===== config.mk =====
export PLATFORM = sky130hd
export DESIGN_NAME = rftc_top
export DESIGN_NICKNAME = d
export VERILOG_FILES = /design/src/shared/rftc_pkg.sv /design/src/shared/rftc_drv_if.sv /design/src/rtl/rftc_outdrv.sv /design/src/rtl/rftc_top.sv
export SDC_FILE = /design/constraint.sdc
export NUM_CORES = 1
export LEC_CHECK = 0
export BUFFER_PORTS_ARGS = -buffer_cell sky130_fd_sc_hd__clkbuf_2
export CAP_MARGIN = 20
export CORE_ASPECT_RATIO = 1.25
export CORE_UTILIZATION = 52
export CTS_CLUSTER_SIZE = 12
export DETAILED_ROUTE_END_ITERATION = 12
export PLACE_DENSITY = 0.93
export SETUP_SLACK_MARGIN = 0.1
export SLEW_MARGIN = 10
export SYNTH_ARGS = -nofsm -noshare
export SYNTH_HDL_FRONTEND = slang
export SYNTH_SLANG_ARGS = --single-unit

===== constraint.sdc =====
create_clock -name clk_in -period 2.4 [get_ports clk_in]
set_clock_uncertainty 0.15 [all_clocks]
set_input_delay 0.48 -clock clk_in [delete_from_list [all_inputs] [get_ports clk_in]]
set_output_delay 0.48 -clock clk_in [all_outputs]
set_load 0.005 [all_outputs]

===== src/shared/rftc_pkg.sv =====
// Package with register offsets, field positions and reset values of the framing and transmitter slice.
package rftc_pkg;
  // Width of the register address.
  localparam int ADDR_W = 6;
  // Register offsets.
  localparam logic [5:0] OFF_CRC_HIGH = 6'h0E;
  localparam logic [5:0] OFF_BIT_FRAMING = 6'h0F;
  localparam logic [5:0] OFF_TX_CTRL = 6'h11;
  // Reset values.
  localparam logic [7:0] RST_BIT_FRAMING = 8'h00;
  localparam logic [7:0] RST_TX_CTRL = 8'h58;
  // Field positions in the framing adjustment register.
  localparam int ALIGN_LSB = 4;
  localparam int LAST_LSB = 0;
  // Field positions in the transmitter output control register.
  localparam int MODSEL_LSB = 5;
  localparam int INV_BIT = 3;
  localparam int CW_BIT = 2;
  localparam int EN2_BIT = 1;
  localparam int EN1_BIT = 0;
  // Highest bit position inside a buffer byte.
  localparam logic [2:0] POS_TOP = 3'h7;
  // Bit count of a complete final byte.
  localparam logic [3:0] FULL_BYTE_BITS = 4'h8;
  // Modulator input sources.
  typedef enum logic [1:0] {
    MOD_LOW = 2'h0,
    MOD_HIGH = 2'h1,
    MOD_ENCODER = 2'h2,
    MOD_EXTERNAL = 2'h3
  } rftc_modsel_t;
endpackage : rftc_pkg


===== src/shared/rftc_drv_if.sv =====
// Interface between the register slice and the antenna driver stage.
`timescale 1ns/10ps
interface rftc_drv_if;
  logic carrier; // Synchronised carrier level.
  logic encoder_data; // Encoder output bit.
  logic ext_mod; // Synchronised external modulation level.
  rftc_pkg::rftc_modsel_t mod_sel; // Modulator source.
  logic inv2; // Second driver carrier inversion.
  logic cw2; // Second driver unmodulated carrier.
  logic en1; // First driver enable.
  logic en2; // Second driver enable.
  logic tx1; // First antenna driver level.
  logic tx2; // Second antenna driver level.
  logic modulator; // Modulator input level.
  // Register side drives the controls and reads the pins.
  modport ctrl (output carrier, encoder_data, ext_mod, mod_sel, inv2, cw2, en1, en2, input tx1, tx2, modulator);
  // Driver side reads the controls and makes the pin levels.
  modport drv (input carrier, encoder_data, ext_mod, mod_sel, inv2, cw2, en1, en2, output tx1, tx2, modulator);
endinterface : rftc_drv_if


===== src/rtl/rftc_outdrv.sv =====
// Antenna driver stage: modulator source selection and the two driver pin levels.
`timescale 1ns/10ps
module rftc_outdrv (
  input wire logic clk_in,
  input wire logic nrst_in,
  rftc_drv_if.drv drv
);
  // Modulator level picked from the selected source.
  logic next_mod;
  // Carrier gated by modulation; modulator high blanks the carrier.
  logic mod_carrier;
  // Second driver carrier, optionally inverted.
  logic carrier2;
  // Second driver level before its enable.
  logic base2;
  logic mod_q;
  logic tx1_q;
  logic tx2_q;

  // Source selection for the modulator input.
  always_comb begin
    case (drv.mod_sel)
      rftc_pkg::MOD_LOW: next_mod = 1'b0;
      rftc_pkg::MOD_HIGH: next_mod = 1'b1;
      rftc_pkg::MOD_ENCODER: next_mod = drv.encoder_data;
      default: next_mod = drv.ext_mod;
    endcase
  end

  assign mod_carrier = drv.carrier & ~next_mod;
  assign carrier2 = drv.inv2 ? ~drv.carrier : drv.carrier;
  assign base2 = drv.cw2 ? carrier2 : (carrier2 & ~next_mod);

  // Pin levels are registered; a disabled driver holds a constant low.
  always_ff @(posedge clk_in or negedge nrst_in) begin
    if (!nrst_in) begin
      mod_q <= 1'b0;
      tx1_q <= 1'b0;
      tx2_q <= 1'b0;
    end else begin
      mod_q <= next_mod;
      tx1_q <= drv.en1 ? mod_carrier : 1'b0;
      tx2_q <= drv.en2 ? base2 : 1'b0;
    end
  end

  assign drv.modulator = mod_q;
  assign drv.tx1 = tx1_q;
  assign drv.tx2 = tx2_q;
endmodule : rftc_outdrv


===== src/rtl/rftc_top.sv =====
// Register slice for CRC upper byte, bit framing adjustments and transmitter output control.
`timescale 1ns/10ps
module rftc_top (
  input wire logic clk_in,
  input wire logic nrst_in,
  input wire logic [5:0] addr_in,
  input wire logic [7:0] wdata_in,
  input wire logic wr_en_in,
  input wire logic rd_en_in,
  output logic [7:0] rdata_out,
  input wire logic [7:0] crc_upper_byte_in,
  input wire logic crc_done_flag_in,
  input wire logic rx_start_in,
  input wire logic rx_bit_in,
  input wire logic rx_done_in,
  input wire logic tx_done_in,
  input wire logic encoder_data_in,
  input wire logic carrier_in,
  input wire logic external_modulation_input_in,
  output logic [2:0] receive_bit_alignment_out,
  output logic [2:0] final_byte_bit_count_out,
  output logic [2:0] rx_bit_pos_out,
  output logic rx_byte_next_out,
  output logic [3:0] tx_final_bits_out,
  output logic modulator_out,
  output logic first_antenna_driver_out,
  output logic second_antenna_driver_out
);
  // Next bit position, wrapping from the top of a byte to position zero.
  function automatic logic [2:0] next_pos(input logic [2:0] pos);
    next_pos = (pos == rftc_pkg::POS_TOP) ? 3'h0 : pos + 3'h1;
  endfunction : next_pos

  // Number of bits sent from the final byte for a given field value.
  function automatic logic [3:0] final_bits(input logic [2:0] f);
    final_bits = (f == 3'h0) ? rftc_pkg::FULL_BYTE_BITS : {1'b0, f};
  endfunction : final_bits

  // Framing adjustment fields.
  logic [2:0] receive_bit_alignment;
  logic [2:0] final_byte_bit_count;
  // Transmitter output control register, all eight bits stored.
  logic [7:0] transmit_output_control;
  // Bit position tracker for the current reception.
  logic [2:0] bit_pos;
  // Pin synchronisers, two stages each.
  logic [1:0] carrier_sync;
  logic [1:0] ext_mod_sync;
  // Registered read data and derived outputs.
  logic [7:0] rdata;
  logic [2:0] pos_q;
  logic byte_next_q;
  logic [3:0] final_bits_q;
  // High during reset and in the first cycle after its release; read by an assertion.
  logic first_cycle;

  // Address decode.
  logic sel_crc;
  logic sel_bf;
  logic sel_txc;
  logic wr_bf;
  logic wr_txc;
  logic [7:0] bit_framing_adjust;
  logic [7:0] next_rdata;

  assign sel_crc = (addr_in == rftc_pkg::OFF_CRC_HIGH);
  assign sel_bf = (addr_in == rftc_pkg::OFF_BIT_FRAMING);
  assign sel_txc = (addr_in == rftc_pkg::OFF_TX_CTRL);
  assign wr_bf = wr_en_in && sel_bf;
  assign wr_txc = wr_en_in && sel_txc;
  // Reserved bits 7 and 3 of the framing register read as zero.
  assign bit_framing_adjust = {1'b0, receive_bit_alignment, 1'b0, final_byte_bit_count};

  // Read selection; unmapped addresses return zero.
  // The upper CRC byte is passed through as the engine holds it; it only means
  // something once the done flag is set, and in eight-bit mode it is meaningless.
  assign next_rdata = sel_crc ? crc_upper_byte_in :
                      sel_bf ? bit_framing_adjust :
                      sel_txc ? transmit_output_control : 8'h00;

  // Read data is registered and appears one cycle after the read strobe.
  always_ff @(posedge clk_in or negedge nrst_in) begin
    if (!nrst_in) begin
      rdata <= 8'h00;
    end else if (rd_en_in) begin
      rdata <= next_rdata;
    end
  end

  // Alignment field; a software write in the completion cycle wins.
  always_ff @(posedge clk_in or negedge nrst_in) begin
    if (!nrst_in) begin
      receive_bit_alignment <= rftc_pkg::RST_BIT_FRAMING[rftc_pkg::ALIGN_LSB +: 3];
    end else if (wr_bf) begin
      receive_bit_alignment <= wdata_in[rftc_pkg::ALIGN_LSB +: 3];
    end else if (rx_done_in) begin
      receive_bit_alignment <= 3'h0;
    end
  end

  // Final byte bit count; a software write in the completion cycle wins.
  always_ff @(posedge clk_in or negedge nrst_in) begin
    if (!nrst_in) begin
      final_byte_bit_count <= rftc_pkg::RST_BIT_FRAMING[rftc_pkg::LAST_LSB +: 3];
    end else if (wr_bf) begin
      final_byte_bit_count <= wdata_in[rftc_pkg::LAST_LSB +: 3];
    end else if (tx_done_in) begin
      final_byte_bit_count <= 3'h0;
    end
  end

  // Transmitter output control; bits 7 and 4 are stored as software writes them.
  always_ff @(posedge clk_in or negedge nrst_in) begin
    if (!nrst_in) begin
      transmit_output_control <= rftc_pkg::RST_TX_CTRL;
    end else if (wr_txc) begin
      transmit_output_control <= wdata_in;
    end
  end

  // Bit position tracker: a reception start loads the alignment, each bit advances.
  always_ff @(posedge clk_in or negedge nrst_in) begin
    if (!nrst_in) begin
      bit_pos <= 3'h0;
    end else if (rx_start_in) begin
      bit_pos <= receive_bit_alignment;
    end else if (rx_bit_in) begin
      bit_pos <= next_pos(bit_pos);
    end
  end

  // Position of the stored bit and a flag that the next bit opens a new byte.
  always_ff @(posedge clk_in or negedge nrst_in) begin
    if (!nrst_in) begin
      pos_q <= 3'h0;
      byte_next_q <= 1'b0;
    end else if (rx_bit_in && !rx_start_in) begin
      pos_q <= bit_pos;
      byte_next_q <= (bit_pos == rftc_pkg::POS_TOP);
    end
  end

  // Count of bits that the encoder sends from the final byte.
  always_ff @(posedge clk_in or negedge nrst_in) begin
    if (!nrst_in) begin
      final_bits_q <= rftc_pkg::FULL_BYTE_BITS;
    end else begin
      final_bits_q <= final_bits(final_byte_bit_count);
    end
  end

  // Pin synchronisers; only the second stage is read.
  always_ff @(posedge clk_in or negedge nrst_in) begin
    if (!nrst_in) begin
      carrier_sync <= 2'h0;
      ext_mod_sync <= 2'h0;
    end else begin
      carrier_sync <= {carrier_sync[0], carrier_in};
      ext_mod_sync <= {ext_mod_sync[0], external_modulation_input_in};
    end
  end

  // Marks the first cycle after reset release.
  always_ff @(posedge clk_in or negedge nrst_in) begin
    if (!nrst_in) begin
      first_cycle <= 1'b1;
    end else begin
      first_cycle <= 1'b0;
    end
  end

  // Driver stage connection.
  rftc_drv_if drv_if ();
  assign drv_if.carrier = carrier_sync[1];
  assign drv_if.encoder_data = encoder_data_in;
  assign drv_if.ext_mod = ext_mod_sync[1];
  assign drv_if.mod_sel = rftc_pkg::rftc_modsel_t'(transmit_output_control[rftc_pkg::MODSEL_LSB +: 2]);
  assign drv_if.inv2 = transmit_output_control[rftc_pkg::INV_BIT];
  assign drv_if.cw2 = transmit_output_control[rftc_pkg::CW_BIT];
  assign drv_if.en2 = transmit_output_control[rftc_pkg::EN2_BIT];
  assign drv_if.en1 = transmit_output_control[rftc_pkg::EN1_BIT];

  rftc_outdrv u_outdrv (
    .clk_in(clk_in),
    .nrst_in(nrst_in),
    .drv(drv_if.drv)
  );

  // Output assignments.
  assign rdata_out = rdata;
  assign receive_bit_alignment_out = receive_bit_alignment;
  assign final_byte_bit_count_out = final_byte_bit_count;
  assign rx_bit_pos_out = pos_q;
  assign rx_byte_next_out = byte_next_q;
  assign tx_final_bits_out = final_bits_q;
  assign modulator_out = drv_if.modulator;
  assign first_antenna_driver_out = drv_if.tx1;
  assign second_antenna_driver_out = drv_if.tx2;
endmodule : rftc_top


==> results.md <==
* Port Buffers at 57
* Syn Nets at 170
* DP Wirelength at 2800 um
* R2r endpoint: bit_pos[0]$_DFFE_PN0P_
* Cell area after synthesis at 0.00169 mm2
* Register-to-register setup slack at 0.90 ns
* Stages on worst setup path at 4
* Pre-antenna DRT Iters at 4
* CP peak stage delay at 0.46 ns
* # IOs at 59
* Root Driver: clkbuf_4
* WL per Instance at 16.0 um
* Clock Tree Buf Depth at 2
* Mapped Cells at 134
* Largest net degree at the start of global routing at 26
* Ant. Diodes at 0
* R2R depth at 5
* GRT overflow at 0
* Critical path launch point: addr_in[1]
* Row cnt at 22
* Fin nets at 230
* Fin. max-slew vios at 0
* Max frequency at 595 MHz
* Cell variety after synth at 31
* Outcome: completed
* P_leak at 1.09 nW
* Layout cells sized above 1 at 47.2%
* PD cells at 602 mW/mm2
* DR iter-0 viols at 32
* Seq cells post-synth at 40
* Clock tree from TritonCTS: yes
* Synth top area share at 53.3%
* Layout fillers at 222
* Initial antenna violation count at 0
* Ys flop type: dfrtp_1
* Critical path's top delay family: simple AND/OR/NAND/NOR gates
* Mean Syn Cell Area at 12.6 um2
* Max-cap violations at 0
* Critical path class: in -> reg
* # setup viols final at 0
* Routed via count at 1299
* Max IR drop VDD at 558 uV
* Setup_tns at 0 ns
* Setup slack after layout at 0.720 ns
* Chip width at 53.0 um
* Setup WS pre-CTS at 0.444 ns
* Clock Latency Late Sink at 0.35 ns
* Die Ht at 65.7 um
* CP Max Fanout at 8
* Core area at 0.00300 mm2
* Clock transition at path regs at 0.11 ns
* Initial core utilization at 56.3%
* First-pass GRT wire length at 6040 um
* FFs w/ async S/R, synth at 100%
* RSZ-0062 raised after global routing: no
* Vias per cell at 5.62
* CP Capture Type: flip-flop
* Yosys warns at 0
* DR DRC count at 0
* TritonCTS buffer count at 5
* CP Buf/Inv Count at 1
* Startpoint Class: input port
* Die ar. at 0.00348 mm2
* CTS resizes at 0
* Period minus WS final at 1.68 ns
* TritonCTS Sinks at 40
* Register area share after synthesis at 59.6%
* Worst path slowest cell: nor4b_1
* CP Cell Sequence: clkbuf_2 > nor4b_1 > and3_2 > mux2_2
* Number of antenna-violating nets in the routed design at 0
* Vias in the first global route at 1316
* DRT Wirelength at 3690 um
* H-tree levels at 2
* Critical Path Sink: transmit_output_control[0]$_DFFE_PN0P_
* P&R area growth vs syn at 22.8%
* Worst-Margin Slew at 0.631 ns
* Number of synthesized flops with an enable pin at 0
* Fin crit share at 70.0%
* Arr. time, crit path at 1.77 ns
* Final Hold Viols at 0
* RePlAce Congestion at 0.852
* Post-CTS setup buffers at 0
* HP Class: in -> reg
* Tot GR Track Use at 25.1%
* CP required at 2.49 ns
* Yosys top cell by area: dfrtp_1
* Synth area leaders: dfrtp_1, mux2_2, dfstp_2
* RR Startpoint: bit_pos[0]$_DFFE_PN0P_
* Worst relative slew slack at 57.9%
metal layers:
layer,global-route usage (%),share of wire (%),vias to the layer above
li1,-,-,594
met1,30.4,39,629
met2,39.9,51,63
met3,6.48,7.0,13
met4,13.8,3.0,0
met5,0,0,-
final cells by class:
cell class                      count  area (um2)  area share (%)
Clock buffer                        8        68.8            3.32
Inverter                            5        18.8           0.905
Multi-Input combinational cell     82         626            30.2
Sequential cell                    40        1010            48.5
Tap cell                           36        45.0            2.17
Timing Repair Buffer               60         310            15.0
logic make-up after synthesis:
logic type,after synthesis,synth area share [%]
AOI/OAI and AO/OA,29,13.1
xor gates and xnor gates,1,0.519
adders and majority gates,2,1.48
buffers and inverters,12,3.41
DFF,40,59.6
muxes,15,9.78
and+or+nand+nor,35,12.1
power breakdown:
part | total, mW | internal (mW) | leakage (nW) | switching [mW]
registers | 0.744 | 0.718 | 0.527 | 0.0259
clock network | 0.377 | 0.172 | 0.0386 | 0.205
logic | 0.129 | 0.0670 | 0.521 | 0.0619
total | 1.25 | 0.957 | 1.09 | 0.293
how the worst min path moves through the flow:
stage                                end                          from  cells after the start  slack, ns
2_1_floorplan     bit_pos[0]$_DFFE_PN0P_                       nrst_in                      0       0.03
3_3_place_gp   ext_mod_sync[1]$_DFF_PN0_     ext_mod_sync[0]$_DFF_PN0_                      0       0.18
3_5_place_dp   carrier_sync[1]$_DFF_PN0_     carrier_sync[0]$_DFF_PN0_                      0       0.19
4_1_cts        ext_mod_sync[0]$_DFF_PN0_  external_modulation_input_in                      1       0.07
5_1_grt        ext_mod_sync[0]$_DFF_PN0_  external_modulation_input_in                      1       0.06
6_report       ext_mod_sync[0]$_DFF_PN0_  external_modulation_input_in                      1       0.08
Yosys cell counts, types with 3 or more instances:
| master | count |
|---|---|
| nor2_1 | 3 |
| a22o_2 | 6 |
| a221o_1 | 6 |
| nand2_1 | 9 |
| o21ai_0 | 10 |
| dfstp_2 | 4 |
| nand2b_1 | 7 |
| mux2i_1 | 3 |
| inv_1 | 5 |
| nor2b_1 | 7 |
| mux2_2 | 12 |
| dfrtp_1 | 36 |
| clkbuf_1 | 4 |
cell usage in the layout, fill, tap and decap left out, types with 2 or more instances in the layout:
master	synthesis	layout
dfstp_2	4	4
a22oi_1	2	2
a221o_1	6	6
nor2b_1	7	7
nor2_1	3	3
clkbuf_8	0	2
o22ai_1	2	2
inv_1	5	5
nand2b_1	7	7
a22o_2	6	6
dfrtp_1	36	36
mux2_2	12	12
buf_4	1	2
o21ai_0	10	10
nor3_1	2	2
clkbuf_2	0	57
ha_1	2	2
nand2_1	9	9
clkbuf_4	0	5
mux2i_1	3	3
repair_timing:
item,4_1_cts,5_1_grt
endpoints found under the setup margin,0,0
hold buffers,1,0
hold endpoints to repair,17,0
per-stage QoR:
stage	power, mW	hold slack (ns)	std cells	utilization [%]	cell area (um2)
finish	1.25	0.0770	231	69.1	2070
global route	1.31	0.0575	231	69.1	2070
CTS	1.26	0.0677	231	69.1	2070
floorplan	0.806	0.0344	134	-	1690
detailed placement	0.885	0.187	222	66.5	2000
global placement	0.872	0.184	222	66.5	2000
registers in the layout, summed over array words and instances (netlist names):
register	flops
rdata_out	8
rx_byte_next_out	1
ext_mod_sync	2
tx_final_bits_out	4
receive_bit_alignment_out	3
transmit_output_control	8
u_outdrv.drv.modulator	1
bit_pos	3
u_outdrv.drv.tx1	1
u_outdrv.drv.tx2	1
final_byte_bit_count_out	3
rx_bit_pos_out	3
carrier_sync	2
No activity file was read; power rests on OpenSTA's default activity.
